--- config.mk ---
export PLATFORM = sky130hd
export DESIGN_NAME = ssp_port
export DESIGN_NICKNAME = d
export VERILOG_FILES = /design/src/logic/ssp_pkg.sv /design/src/logic/ssp_sync2.sv /design/src/logic/ssp_port.sv
export SDC_FILE = /design/constraint.sdc
export NUM_CORES = 1
export LEC_CHECK = 0
export ABC_AREA = 1
export ABC_CLOCK_PERIOD_IN_PS = 1900
export BUFFER_PORTS_ARGS = -buffer_cell sky130_fd_sc_hd__buf_2
export CORE_MARGIN = 2
export CORE_UTILIZATION = 48
export CTS_CLUSTER_DIAMETER = 50
export DETAILED_ROUTE_END_ITERATION = 10
export PLACE_DENSITY = 0.73
export SLEW_MARGIN = 20
export SYNTH_ARGS = -nofsm -noshare
export SYNTH_HDL_FRONTEND = slang
export SYNTH_SLANG_ARGS = --single-unit
--- constraint.sdc ---
create_clock -name mclk -period 1.9 [get_ports mclk]
set_clock_uncertainty 0.15 [all_clocks]
set_input_delay 0.285 -clock mclk [delete_from_list [all_inputs] [get_ports mclk]]
set_output_delay 0.285 -clock mclk [all_outputs]
set_load 0.01 [all_outputs]
--- src/logic/ssp_pkg.sv ---
`default_nettype none

package ssp_pkg;

	////////////////////////////////////////////////////////////////////////////////
	// Register byte offsets on the APB slave.
	localparam logic [7:0] SSP_CTRL_OFS = 8'h00;
	localparam logic [7:0] SSP_STAT_OFS = 8'h04;
	localparam logic [7:0] SSP_DATA_OFS = 8'h08;
	localparam logic [7:0] SSP_PDAT_OFS = 8'h0C;
	localparam logic [7:0] SSP_PDIR_OFS = 8'h10;

	////////////////////////////////////////////////////////////////////////////////
	// Field positions.
	localparam int SSP_CTRL_EN_BIT   = 6;
	localparam int SSP_CTRL_MS_BIT   = 4;
	localparam int SSP_STAT_DONE_BIT = 7;
	localparam int SSP_STAT_COL_BIT  = 6;

	// Index of each shared pin inside the three-bit port data and direction fields.
	localparam int SSP_PIN_OUT = 0;
	localparam int SSP_PIN_IN  = 1;
	localparam int SSP_PIN_CLK = 2;
	localparam int SSP_NPINS   = 3;

	////////////////////////////////////////////////////////////////////////////////
	// Reset values.
	localparam logic [2:0] SSP_PDAT_RST = 3'h0;
	localparam logic [2:0] SSP_PDIR_RST = 3'h0;
	localparam logic [7:0] SSP_SR_RST   = 8'h00;

	////////////////////////////////////////////////////////////////////////////////
	// Timing: the master serial clock period, in internal bus cycles.
	localparam int         SSP_SCK_PERIOD_CYC = 4;
	localparam int         SSP_SCK_LOW_CYC    = SSP_SCK_PERIOD_CYC / 2;
	localparam int         SSP_XFER_BITS      = 8;
	localparam logic [2:0] SSP_LAST_BIT       = 3'(SSP_XFER_BITS - 1);

	////////////////////////////////////////////////////////////////////////////////
	// Transfer sequencer states. The four master phases are one bus cycle each.
	typedef enum logic [5:0] {
		ST_IDLE   = 6'b000001,
		ST_M_LOW0 = 6'b000010,
		ST_M_LOW1 = 6'b000100,
		ST_M_HI0  = 6'b001000,
		ST_M_HI1  = 6'b010000,
		ST_S_BUSY = 6'b100000
	} ssp_state_t;

endpackage : ssp_pkg

`default_nettype wire

--- src/logic/ssp_sync2.sv ---
`timescale 1ns/1ps
`default_nettype none

module ssp_sync2 #(
	parameter int W = 3
) (
	input  wire logic         mclk,
	input  wire logic         nrst,
	input  wire logic [W-1:0] d,
	output var  logic [W-1:0] q
);

	logic [W-1:0] meta_q;

	// The first stage feeds only the second stage.
	always_ff @(posedge mclk or negedge nrst)
	begin
		if (!nrst)
		begin
			meta_q <= '1;
			q      <= '1;
		end
		else
		begin
			meta_q <= d;
			q      <= meta_q;
		end
	end

endmodule : ssp_sync2

`default_nettype wire

--- src/logic/ssp_port.sv ---
// Functional notes
// - Master mode: writing data register loads byte, starts shifting and clock.
// - Master mode drives clock pin; period is exactly four bus cycles.
// - Serial clock idles high between transfers; polarity fixed.
// - First falling clock edge starts transfer and presents first output bit.
// - Input pin is sampled on every rising clock edge.
// - Transfer is eight bits, complete on the eighth rising edge.
// - Output pin keeps last shifted bit between transfers.
// - Enable bit 6 gives the three pins to the port; clear returns them.
// - Enabling rewrites pin directions for serial use; they persist afterwards.
// - Bit order is a build option, not a register bit.
// - Master and slave registers form one sixteen-bit ring, bytes exchanged.
// - No slave select; slave joins every clocked transfer.
// - No automatic data pin reversal; no multi-master support.
// - Done flag sets on eighth rise; cleared by status read then data access.
// - Collision on data access mid-transfer; cleared by done sequence or re-enable.
// - Clearing enable aborts transfer, resets bit count; reset clears enable.
// - Master select sets clock pin direction, writable anytime, reset clears.
`timescale 1ns/1ps
`default_nettype none

module ssp_port
	import ssp_pkg::*;
#(
	parameter bit MSB_FIRST = 1'b1
) (
	input  wire logic                 mclk,
	input  wire logic                 nrst,
	input  wire logic                 psel,
	input  wire logic                 penable,
	input  wire logic                 pwrite,
	input  wire logic [7:0]           paddr,
	input  wire logic [31:0]          pwdata,
	output var  logic [31:0]          prdata,
	output var  logic                 pready,
	output var  logic                 pslverr,
	input  wire logic [SSP_NPINS-1:0] pin_i,
	output var  logic [SSP_NPINS-1:0] pin_o,
	output var  logic [SSP_NPINS-1:0] pin_oe
);

	////////////////////////////////////////////////////////////////////////////////
	// State.

	typedef struct packed {
		ssp_state_t           st;
		logic [7:0]           sr;
		logic [2:0]           cnt;
		logic                 sck;
		logic                 sdo;
		logic                 en;
		logic                 ms;
		logic                 done;
		logic                 col;
		logic                 armed;
		logic [2:0]           pdat;
		logic [2:0]           pdir;
		logic                 ck_prev;
		logic [SSP_NPINS-1:0] pin_o;
		logic [SSP_NPINS-1:0] pin_oe;
		logic                 pready;
		logic                 pslverr;
		logic [31:0]          prdata;
	} ssp_regs_t;

	localparam ssp_regs_t SSP_REGS_RST = '{
		st:      ST_IDLE,
		sr:      SSP_SR_RST,
		cnt:     3'h0,
		sck:     1'b1,
		sdo:     1'b0,
		en:      1'b0,
		ms:      1'b0,
		done:    1'b0,
		col:     1'b0,
		armed:   1'b0,
		pdat:    SSP_PDAT_RST,
		pdir:    SSP_PDIR_RST,
		ck_prev: 1'b1,
		pin_o:   3'h0,
		pin_oe:  3'h0,
		pready:  1'b0,
		pslverr: 1'b0,
		prdata:  32'h0000_0000
	};

	ssp_regs_t            q;
	ssp_regs_t            d;
	logic [SSP_NPINS-1:0] pin_s;

	////////////////////////////////////////////////////////////////////////////////
	// Pin synchronisers.

	ssp_sync2 #(
		.W (SSP_NPINS)
	) u_sync (
		.mclk (mclk),
		.nrst (nrst),
		.d    (pin_i),
		.q    (pin_s)
	);

	////////////////////////////////////////////////////////////////////////////////
	// Bit order helpers.

	// Bit presented on the output pin for a given shift register value.
	function automatic logic out_bit(input logic [7:0] v);
		out_bit = MSB_FIRST ? v[7] : v[0];
	endfunction : out_bit

	// Received bit enters at the end opposite to the one leaving.
	function automatic logic [7:0] shift_in(input logic [7:0] v, input logic b);
		shift_in = MSB_FIRST ? {v[6:0], b} : {b, v[7:1]};
	endfunction : shift_in

	////////////////////////////////////////////////////////////////////////////////
	// Next-state logic.

	always_comb
	begin
		logic       acc_setup;
		logic       acc_done;
		logic       mapped;
		logic       is_data;
		logic       data_acc;
		logic       busy;
		logic       ck_rise;
		logic       ck_fall;
		logic       s_in;
		logic       new_en;
		logic [7:0] sr_n;
		logic [2:0] prd;

		acc_setup = psel & ~penable;
		acc_done  = psel & penable & q.pready;
		mapped    = (paddr == SSP_CTRL_OFS) || (paddr == SSP_STAT_OFS) || (paddr == SSP_DATA_OFS)
		         || (paddr == SSP_PDAT_OFS) || (paddr == SSP_PDIR_OFS);
		is_data   = paddr == SSP_DATA_OFS;
		data_acc  = acc_done & is_data & q.en;
		busy      = q.st != ST_IDLE;
		ck_rise   = ~q.ck_prev & pin_s[SSP_PIN_CLK];
		ck_fall   = q.ck_prev & ~pin_s[SSP_PIN_CLK];
		s_in      = pin_s[SSP_PIN_IN];
		new_en    = pwdata[SSP_CTRL_EN_BIT];
		sr_n      = shift_in(q.sr, s_in);
		prd       = 3'h0;

		d         = q;
		d.pready  = 1'b0;
		d.pslverr = 1'b0;
		d.ck_prev = pin_s[SSP_PIN_CLK];

		// Setup phase: answer is staged so the bus outputs come from flip-flops.
		if (acc_setup)
		begin
			d.pready  = 1'b1;
			d.pslverr = ~mapped;
			d.prdata  = 32'h0000_0000;
			for (int i = 0; i < SSP_NPINS; i++)
			begin
				prd[i] = q.pdir[i] ? q.pdat[i] : pin_s[i];
			end
			case (paddr)
				SSP_CTRL_OFS:
				begin
					d.prdata[SSP_CTRL_EN_BIT] = q.en;
					d.prdata[SSP_CTRL_MS_BIT] = q.ms;
				end
				SSP_STAT_OFS:
				begin
					d.prdata[SSP_STAT_DONE_BIT] = q.done;
					d.prdata[SSP_STAT_COL_BIT]  = q.col;
				end
				SSP_DATA_OFS: d.prdata[7:0] = q.en ? q.sr : 8'h00;
				SSP_PDAT_OFS: d.prdata[2:0] = prd;
				SSP_PDIR_OFS: d.prdata[2:0] = q.pdir;
				default:      d.prdata = 32'h0000_0000;
			endcase
		end

		// Clearing sequences come first so that hardware sets below win.
		if (acc_done && !pwrite && paddr == SSP_STAT_OFS && q.done)
		begin
			d.armed = 1'b1;
		end
		if (data_acc && q.armed)
		begin
			d.done  = 1'b0;
			d.col   = 1'b0;
			d.armed = 1'b0;
		end
		if (data_acc && busy)
		begin
			d.col = 1'b1;
		end

		// Register writes.
		if (acc_done && pwrite && mapped)
		begin
			case (paddr)
				SSP_CTRL_OFS:
				begin
					d.en = new_en;
					d.ms = pwdata[SSP_CTRL_MS_BIT];
					if (q.en && !new_en)
					begin
						d.st  = ST_IDLE;
						d.cnt = 3'h0;
						d.sck = 1'b1;
					end
					if (!q.en && new_en)
					begin
						d.col = 1'b0;
						d.sdo = q.pdat[SSP_PIN_OUT];
					end
				end
				SSP_PDAT_OFS: d.pdat = pwdata[2:0];
				SSP_PDIR_OFS: d.pdir = pwdata[2:0];
				SSP_DATA_OFS:
				begin
					// A write mid-transfer only flags a collision; the shifter is left alone.
					if (q.en && !busy)
					begin
						d.sr = pwdata[7:0];
						if (q.ms)
						begin
							d.st  = ST_M_LOW0;
							d.cnt = 3'h0;
							d.sck = 1'b0;
							d.sdo = out_bit(pwdata[7:0]);
						end
					end
				end
				default:      d.en = d.en;
			endcase
		end

		// Transfer sequencer. An abort written above in this cycle takes priority.
		if (d.en && q.en)
		begin
			case (q.st)
				ST_M_LOW0:
				begin
					d.st = ST_M_LOW1;
				end
				ST_M_LOW1:
				begin
					d.st  = ST_M_HI0;
					d.sck = 1'b1;
				end
				ST_M_HI0:
				begin
					d.st = ST_M_HI1;
				end
				ST_M_HI1:
				begin
					// The synchronised input here shows the pin as it stood at the rising edge.
					d.sr = sr_n;
					if (q.cnt == SSP_LAST_BIT)
					begin
						d.st   = ST_IDLE;
						d.cnt  = 3'h0;
						d.done = 1'b1;
					end
					else
					begin
						d.st  = ST_M_LOW0;
						d.cnt = q.cnt + 3'h1;
						d.sck = 1'b0;
						d.sdo = out_bit(sr_n);
					end
				end
				ST_S_BUSY:
				begin
					if (ck_fall)
					begin
						d.sdo = out_bit(q.sr);
					end
					else if (ck_rise)
					begin
						d.sr = sr_n;
						if (q.cnt == SSP_LAST_BIT)
						begin
							d.st   = ST_IDLE;
							d.cnt  = 3'h0;
							d.done = 1'b1;
						end
						else
						begin
							d.cnt = q.cnt + 3'h1;
						end
					end
				end
				ST_IDLE:
				begin
					// No select input: any falling edge while a slave starts a transfer.
					if (!q.ms && ck_fall && d.st == ST_IDLE)
					begin
						d.st  = ST_S_BUSY;
						d.cnt = 3'h0;
						d.sdo = out_bit(q.sr);
					end
				end
				default:
				begin
					d.st = ST_IDLE;
				end
			endcase
		end

		// While enabled the direction bits follow serial use and stay so afterwards.
		if (d.en)
		begin
			d.pdir[SSP_PIN_OUT] = 1'b1;
			d.pdir[SSP_PIN_IN]  = 1'b0;
			d.pdir[SSP_PIN_CLK] = d.ms;
		end

		// Pin drive. Directions never switch on their own during a transfer.
		if (d.en)
		begin
			d.pin_o[SSP_PIN_OUT]  = d.sdo;
			d.pin_oe[SSP_PIN_OUT] = 1'b1;
			d.pin_o[SSP_PIN_IN]   = q.pdat[SSP_PIN_IN];
			d.pin_oe[SSP_PIN_IN]  = 1'b0;
			d.pin_o[SSP_PIN_CLK]  = d.sck;
			d.pin_oe[SSP_PIN_CLK] = d.ms;
		end
		else
		begin
			d.pin_o  = d.pdat;
			d.pin_oe = d.pdir;
		end
	end

	////////////////////////////////////////////////////////////////////////////////
	// State register.

	always_ff @(posedge mclk or negedge nrst)
	begin
		if (!nrst)
		begin
			q <= SSP_REGS_RST;
		end
		else
		begin
			q <= d;
		end
	end

	////////////////////////////////////////////////////////////////////////////////
	// Outputs.

	assign prdata  = q.prdata;
	assign pready  = q.pready;
	assign pslverr = q.pslverr;
	assign pin_o   = q.pin_o;
	assign pin_oe  = q.pin_oe;

endmodule : ssp_port

`default_nettype wire

==> results.yml, run 1 <==
placed_design:
  dpl-instance-area_um2: 3790
  dp.cells: 582
  hpwl_mm: 6.03
  gp_congestion: 0.914
  port_buffers: 39
logic_synthesis:
  synth_most_common_cell: "nand2_1"
  yosys-top-cells-count: "89 x nand2_1, 53 x inv_1, 41 x dfrtp_1"
  synth_top_area_cell: "dfrtp_1"
  synthArstFlopShare: 1.00
  syn_avg_cell_area_um2: 7.56
  yosys-top-cells-area: "dfrtp_1 32%, nand2_1 10%, buf_4 9.0%, dfstp_2 7.4%, inv_1 6.2%"
  synth_cells: 421
  yosys_warnings: 0
  synthFlopType: "dfrtp_1"
  ys_seq_area_frac: 0.396
  synth-edff-count: 0
  synthesis.area_um2: 3180
  yosys.area.top_type_share: 0.322
  yosys_register_bits: 50
  synth_cell_type_count: 42
sta:
  drv_slew: 0
  max_slew_margin: 0.597
  max_clock_freq_mhz: 470
  hold_viol_final: 0
  tns_ps: -1870
  fin_crit_sh: 1.12
  fin_crit_ps: 2130
  worstMarginPinSlew_ps: 600
  layout_setup_ws_ps: -228
  rsz0062_at_grt: "true"
  finalSetupViolCount: 16
drt:
  first_pass_iters: 5
  route.vias.total: 3106
  drc_errors: 0
  wirelength_mm: 8.04
  ant_nets: 0
  drt_iter0_markers: 264
  wl_per_cell_um: 13.4
  viasPerCell: 5.19
clock_tree:
  insertion_delay_ps: 320
  cts_root_buffer: "clkbuf_8"
  cts_buffers: 5
  cts.sinks: 50
  clkTransAtPathRegs_ps: 110
  cts.htree.levels: 2
  cts_tree: "built"
  clock_path_buffers: 2
final_layout:
  fin_cells: 599
  layout.nets: 571
  layout-drive-gt1-share: 0.362
  diodes: 0
  syn2layout_area_growth_pct: 29.9
  postLayoutCellArea_um2: 4140
die:
  io_pins: 88
  dieArea_um2: 7300
  initial_core_util: 0.499
  core_area_um2: 6390
  die_x_um: 85.5
  die_y_um: 85.5
  num_rows: 29
critical_path:
  path_cells: "inv_2 -> nor2_4 -> nand3_4 -> buf_4 -> nor2_4 -> nand4_1 -> a21oi_2 -> nor2_2 -> nand2_2 -> nand3_1 -> nand3_1 -> nand3_2 -> nand2_1"
  critPathMaxStageDelay_ps: 550
  cp-end-kind: "register"
  required_ps: 2020
  start_kind: "register"
  crit_type: "register to register"
  crit_fanout: 5
  cp.arrival_ps: 2250
  crit_slowest_cell: "dfstp_2"
power_and_ir_drop:
  p_leak_uw: 0.00212
  p_seq_frac: 0.563
  intPower_uw: 1410
  powerDensity_nw_per_um2: 467
  peakVddDrop_v: 0.000313
  p_sw_frac: 0.270
  combPwrFrac: 0.085
  clock_power_share: 0.352
  p_sw_uw: 522
global_route:
  antenna_found_initial: 0
  grt.total_usage: 0.230
  grt_pass1_vias: 2954
  grt_pass1_wl_mm: 13.5
  overflow: 0
  grt_max_degree: 32
hold_path:
  hp-class: "input pin to register"
outcome:
  outcome: "finished, violations left"
  failed_checks: "negative setup slack"
flow_run:
  maxCapViolCount: 0
flip-flops by register name, indices dropped and copies added (netlist names), named ones only:
register and flops:
prdata 8, u_sync.meta_q 3, pslverr 1, pin_o 3, pin_oe 2, u_sync.q 3
q 28, pready 1
power by group through the flow:
stage	sequential (uW)	combinational, uW	clock [uW]
final	1090	163	681
after global routing	1090	184	736
after CTS	1090	161	693
after detailed placement	1110	153	0
after global placement	1110	149	0
after floorplan	1110	106	0
layer usage:
layer	part of all wire	up-vias	global-route usage	routed length (um)
met5	0	-	0	0
met4	0.026	0	0.0794	207
met3	0.062	26	0.0379	500
met2	0.50	144	0.406	4030
met1	0.41	1418	0.285	3300
li1	-	1518	-	-
final timing paths:
kind,startpoint,slack (ps),depth (start not counted),endpoint
setup / recovery,q[65],-230,13,pin_o[0]
hold / removal,pwdata[0],70,3,pin_oe[0]
setup reg to reg,q[65],-230,13,pin_o[0]
hold reg to reg,u_sync.meta_q[0],200,0,u_sync.q[0]
max in group asynchronous,nrst,680,3,u_sync.meta_q[0]
min in group asynchronous,nrst,310,2,q[54]
placed cells by master (no fill, tap or decap), types with 5 or more instances in the layout:
cell type / Yosys / layout
nand2_1: 89 / 83
buf_4: 38 / 65
inv_1: 53 / 50
dfrtp_1: 41 / 40
buf_2: 4 / 40
nor2_1: 36 / 30
o21ai_0: 32 / 25
conb_1: 1 / 24
nand3_1: 21 / 16
nor2_4: 5 / 12
o21ai_1: 8 / 12
nand2_2: 5 / 10
a21oi_1: 14 / 10
dfstp_2: 9 / 9
nor2_2: 8 / 7
nand4_1: 6 / 6
a22oi_1: 6 / 6
nand3_2: 1 / 5
o21ai_2: 3 / 5
clkbuf_8: 0 / 5
worst max-delay path: cells and delay by family (launching register included):
| kind | cells | cell delay [ps] |
|---|---|---|
| AOI/OAI and AO/OA | 1 | 210 |
| DFF | 1 | 550 |
| and+or+nand+nor | 10 | 950 |
| buffers and inverters | 2 | 220 |
stage by stage:
step	hold slack [ps]	total power, uW	utilization	setup slack [ps]
final	69.9	1930	0.648	-228
after global routing	98.9	2010	0.648	-388
after CTS	71.6	1940	0.627	-179
after detailed placement	135	1260	0.593	-272
after global placement	125	1260	0.593	-234
after floorplan	-161	1210	-	-5.15
layout make-up:
type	count	area [um2]
flip-flops and latches	50	1260
multi-input cells	295	1680
clock buffers	5	68.8
inverters	56	214
well taps	77	96.3
fillers	531	2250
clock inverters	3	26.3
repair buffers	113	791
logic make-up (layout without fill, tap and decap cells):
logic type | count (synthesis) | in the layout | synth area share
buffers and inverters | 99 | 177 | 0.163
DFF | 50 | 50 | 0.396
AOI/OAI and AO/OA | 85 | 85 | 0.160
other | 1 | 24 | 0.00118
muxes | 3 | 3 | 0.00982
and+or+nand+nor | 181 | 181 | 0.262
adders and majority gates | 2 | 2 | 0.00786
timing repair:
action | in CTS | in global routing
setup buffers | 1 | 4
endpoints found under the setup margin | 17 | 25
resized for setup | 20 | 32
cloned | 1 | 0
hold endpoints to repair | 16 | 0
pin swaps | 7 | 11
hold buffers | 4 | 0
(Power assumes the default switching activity.)
==> run 2, diff against run 1 <==
--- a/config.mk
+++ b/config.mk
@@ -13,7 +13,7 @@
 export CTS_CLUSTER_DIAMETER = 50
 export DETAILED_ROUTE_END_ITERATION = 10
 export PLACE_DENSITY = 0.73
-export SLEW_MARGIN = 20
+export SKIP_LAST_GASP = 1
 export SYNTH_ARGS = -nofsm -noshare
 export SYNTH_HDL_FRONTEND = slang
 export SYNTH_SLANG_ARGS = --single-unit
==> run 2 against run 1 <==
- the flow still finishes with violations (negative setup slack)
- sequential power hardly changed
- global-route usage unchanged
- clock-buffer cell count unchanged
- sequential share of layout area rose by 0.056 points
- critical path depth unchanged
- cell count unchanged
- first-iteration DRC count increased by 14%
- cell area is 0.18% lower
- worst hold slack worse by 3.0 ps
- maximum frequency up 0.35%
- total power up 0.16%
- critical endpoint unchanged
- largest cell class unchanged
==> results.yml, run 2 (same netlist as run 1, synthesis figures left out) <==
flow_run:
  maxCapViolCount: 0
clock_tree:
  cts.sinks: 50
  cts_buffers: 5
  clock_path_buffers: 2
  cts_tree: "built"
  cts_root_buffer: "clkbuf_8"
  insertion_delay_ps: 320
  cts.htree.levels: 2
  clkTransAtPathRegs_ps: 110
power_and_ir_drop:
  p_sw_frac: 0.271
  powerDensity_nw_per_um2: 469
  clock_power_share: 0.353
  combPwrFrac: 0.084
  total_power_uw: 1940
  p_sw_uw: 525
  p_seq_frac: 0.563
  p_leak_uw: 0.00212
  peakVddDrop_v: 0.000315
  intPower_uw: 1410
die:
  io_pins: 88
  num_rows: 29
  die_x_um: 85.5
  dieArea_um2: 7300
  die_y_um: 85.5
  initial_core_util: 0.499
  core_area_um2: 6390
sta:
  max_clock_freq_mhz: 471
  drv_slew: 0
  finalSetupViolCount: 16
  hold_viol_final: 0
  worstMarginPinSlew_ps: 600
  fin_crit_ps: 2120
  layout_setup_ws_ps: -221
  rsz0062_at_grt: "true"
  fin_crit_sh: 1.12
  max_slew_margin: 0.597
critical_path:
  startpoint: "q[65]"
  crit_type: "register to register"
  crit_fanout: 5
  reg2reg_from: "q[65]"
  start_kind: "register"
  rr_worst_depth: 13
  critPathCapture: "pin_o[0]"
  cp-end-kind: "register"
  rr_endpoint: "pin_o[0]"
  cp.arrival_ps: 2240
  reg2reg_slack_ps: -220
  required_ps: 2020
final_layout:
  top_register: "q"
  syn2layout_area_growth_pct: 29.7
  layout.cells.most_common: "nand2_1"
  fillers: 536
  seq_area_um2: 1260
  layout_common_cells: "84 x nand2_1, 65 x buf_4, 50 x inv_1"
  diodes: 0
  layout-drive-gt1-share: 0.360
  multi_input_area_um2: 1670
  postLayoutCellArea_um2: 4130
  layout.nets: 571
  largest_register_ffs: 28
outcome:
  outcome: "finished, violations left"
  failed_checks: "negative setup slack"
drt:
  first_pass_iters: 5
  wl_per_cell_um: 13.4
  wirelength_mm: 8.00
  drc_errors: 0
  viasPerCell: 5.16
  ant_nets: 0
  route.vias.total: 3089
  drt_iter0_markers: 302
hold_path:
  hp-class: "input pin to register"
placed_design:
  dp_slack_ps: -272
  hpwl_mm: 6.03
  dpl-instance-area_um2: 3790
  gp_congestion: 0.914
  port_buffers: 39
global_route:
  grt.total_usage: 0.230
  grt_pass1_vias: 2953
  overflow: 0
  grt_pass1_wl_mm: 13.5
  antenna_found_initial: 0
  grt_max_degree: 32
-- run 2: power by group through the flow --
stage          registers (uW)  clock network [uW]  logic [uW]
3_5_place_dp             1110                   0         153
5_1_grt                  1090                 736         184
6_report                 1090                 684         163
4_1_cts                  1090                 693         161
2_1_floorplan            1110                   0         106
3_3_place_gp             1110                   0         149
-- run 2: worst min-delay path by stage --
stage / startpoint / endpoint / slack, ps / cells after the start
after floorplan: nrst / asynchronous set/reset pin / -160 / 0
after global placement: nrst / q[59] / 120 / 1
after detailed placement: nrst / q[58] / 140 / 1
after CTS: pwdata[0] / pin_oe[0] / 70 / 3
after global routing: pwdata[0] / pin_oe[0] / 100 / 3
final: pwdata[0] / pin_oe[0] / 70 / 3
-- run 2: metal layers --
metal	wire (um)	GRT usage
met1	3360	0.285
met2	3990	0.406
met3	442	0.0379
met4	206	0.0794
met5	0	0
-- run 2: cell type report --
type | instances | share of cell area
clock buffers | 5 | 0.0167
clock inverters | 3 | 0.00636
inverters | 56 | 0.0518
multi-input cells | 295 | 0.404
flip-flops and latches | 50 | 0.306
well taps | 77 | 0.0233
repair buffers | 113 | 0.191
-- run 2: repair_timing --
action                                 CTS  global route
gates resized for setup                 20            30
setup buffers                            1             4
gates cloned                             1             0
hold buffers                             4             0
pin swaps                                7            11
endpoints found under the hold margin   16             0
setup endpoints to repair               17            25
-- run 2: through the flow --
step	cells	utilization	setup TNS, ps	hold slack, ps
after floorplan	444	-	-5.15	-161
after global placement	582	0.593	-3670	125
after detailed placement	582	0.593	-4620	135
after CTS	596	0.627	-1350	71.6
after global routing	599	0.647	-3990	98.9
final	599	0.647	-1750	66.9
-- run 2: worst max-delay path, stage by stage (launching register included) --
cell	delay, ps
dfstp_2	550
inv_2	50
nor2_4	90
nand3_4	120
buf_4	170
nor2_4	100
nand4_1	140
a21oi_2	200
nor2_2	70
nand2_2	90
nand3_1	70
nand3_1	120
nand3_2	90
nand2_1	60
==> run 3, diff against run 2 <==
--- a/config.mk
+++ b/config.mk
@@ -9,10 +9,10 @@
 export ABC_CLOCK_PERIOD_IN_PS = 1900
 export BUFFER_PORTS_ARGS = -buffer_cell sky130_fd_sc_hd__buf_2
 export CORE_MARGIN = 2
-export CORE_UTILIZATION = 48
+export CORE_UTILIZATION = 25
 export CTS_CLUSTER_DIAMETER = 50
 export DETAILED_ROUTE_END_ITERATION = 10
-export PLACE_DENSITY = 0.73
+export PLACE_DENSITY = 0.42
 export SKIP_LAST_GASP = 1
 export SYNTH_ARGS = -nofsm -noshare
 export SYNTH_HDL_FRONTEND = slang
==> run 3 against run 2 <==
- the flow still finishes with violations (negative setup slack)
- critical path type unchanged
- global-route usage shrank 9.0 points
- clock-buffer cell count is the same
- cell count grew 16%
- first-iteration DRC count shrank 70%
- setup slack gained 6.6 ps
- critical endpoint unchanged
- clock power grew 39%
- sequential share of layout area shrank 1.2 points
- via count shrank 2.7%
- cell area grew 4.0%
==> results.yml, run 3 (same netlist as run 1, synthesis figures left out) <==
outcome:
  outcome: "finished, violations left"
  failed_checks: "negative setup slack"
clock_tree:
  clkTransAtPathRegs_ps: 80
  clock_path_buffers: 2
  cts_buffers: 5
  cts_root_buffer: "clkbuf_16"
  cts.sinks: 50
  cts_tree: "built"
  cts.htree.levels: 2
  insertion_delay_ps: 300
sta:
  max_slew_margin: 0.608
  layout_setup_ws_ps: -214
  fin_crit_ps: 2110
  finalSetupViolCount: 16
  rsz0062_at_grt: "true"
  drv_slew: 0
  worstMarginPinSlew_ps: 582
  fin_crit_sh: 1.11
  hold_slack_ps: 94.1
  max_clock_freq_mhz: 473
  hold_viol_final: 0
drt:
  wl_per_cell_um: 13.1
  first_pass_iters: 4
  wirelength_mm: 9.10
  route.vias.total: 3005
  drc_errors: 0
  ant_nets: 0
  drt_iter0_markers: 90
  viasPerCell: 4.31
final_layout:
  layout.nets: 574
  postLayoutCellArea_um2: 4290
  layout-drive-gt1-share: 0.362
  diodes: 0
  layout.cells.most_common: "nand2_1"
  syn2layout_area_growth_pct: 34.9
  top_register: "q"
  largest_register_ffs: 28
  final_core_util: 0.343
  layout_common_cells: "84 x nand2_1, 71 x buf_4, 49 x inv_1"
critical_path:
  start_kind: "register"
  cp.arrival_ps: 2160
  crit_type: "register to register"
  crit_fanout: 5
  cp-end-kind: "register"
  required_ps: 1940
power_and_ir_drop:
  p_sw_uw: 562
  combPwrFrac: 0.072
  powerDensity_nw_per_um2: 512
  p_sw_frac: 0.255
  intPower_uw: 1640
  total_power_uw: 2200
  clock_power_share: 0.432
  peakVddDrop_v: 0.000288
  p_leak_uw: 0.00213
  p_seq_frac: 0.495
global_route:
  antenna_found_initial: 0
  grt_pass1_wl_mm: 14.8
  grt.total_usage: 0.140
  grt_max_degree: 34
  overflow: 0
  grt_pass1_vias: 2959
die:
  dieArea_um2: 13700
  initial_core_util: 0.254
  io_pins: 88
  die_x_um: 117
  die_y_um: 117
  num_rows: 41
  core_area_um2: 12500
placed_design:
  port_buffers: 39
  dp_slack_ps: -366
  gp_congestion: 0.795
  hpwl_mm: 7.26
  dpl-instance-area_um2: 3900
flow_run:
  maxCapViolCount: 0
hold_path:
  hp-class: "input pin to register"
-- run 3: worst paths after layout --
path	startpoint	endpoint	slack (ps)	cells past startpoint
hold / removal	pwdata[0]	pin_oe[0]	90	3
min in group asynchronous	nrst	q[66]	320	2
setup reg to reg	q[65]	pin_o[0]	-210	13
setup / recovery	q[65]	pin_o[0]	-210	13
hold reg to reg	u_sync.meta_q[1]	u_sync.q[1]	210	0
max in group asynchronous	nrst	u_sync.q[0]	680	3
-- run 3: critical path: stages (launching register included) --
cell and delay (ps):
dfstp_2 540, inv_2 50, nor2_4 90, nand3_4 120, o21ai_4 190, o21ai_2 80
o21ai_2 220, nand3_1 100, nand2_1 70, inv_1 40, nor2_1 90, nand3_1 120
nand3_2 110, nand2_2 60
-- run 3: layout make-up --
class | instances | area, um2
tap | 172 | 215
timing repair buffer | 116 | 800
multi-input combinational | 295 | 1650
clock inverter | 3 | 28.8
clock buffer | 5 | 125
sequential | 50 | 1260
inverter | 56 | 215
fill | 1378 | 8220
-- run 3: what timing repair did --
item | CTS | global route
setup buffers | 6 | 1
hold buffers | 4 | 0
endpoints found under the hold margin | 16 | 0
resized for setup | 26 | 21
pin swaps | 9 | 8
setup endpoints to repair | 17 | 20
-- run 3: per-stage QoR --
stage	setup TNS [ps]	instances
3_3_place_gp	-4050	678
6_report	-1850	697
3_5_place_dp	-5010	678
2_1_floorplan	-5.15	444
5_1_grt	-4280	697
4_1_cts	-2020	696
-- run 3: power groups by stage --
stage / clock [uW] / combinational [uW] / sequential, uW
floorplan: 0 / 106 / 1110
global placement: 0 / 152 / 1110
detailed placement: 0 / 153 / 1110
CTS: 982 / 163 / 1090
global route: 1020 / 182 / 1090
finish: 951 / 159 / 1090
-- run 3: routing by layer --
| metal | track usage | part of all wire |
|---|---|---|
| met5 | 0 | 0 |
| met4 | 0.0384 | 0.011 |
| met3 | 0.0206 | 0.030 |
| met2 | 0.240 | 0.48 |
| met1 | 0.185 | 0.48 |
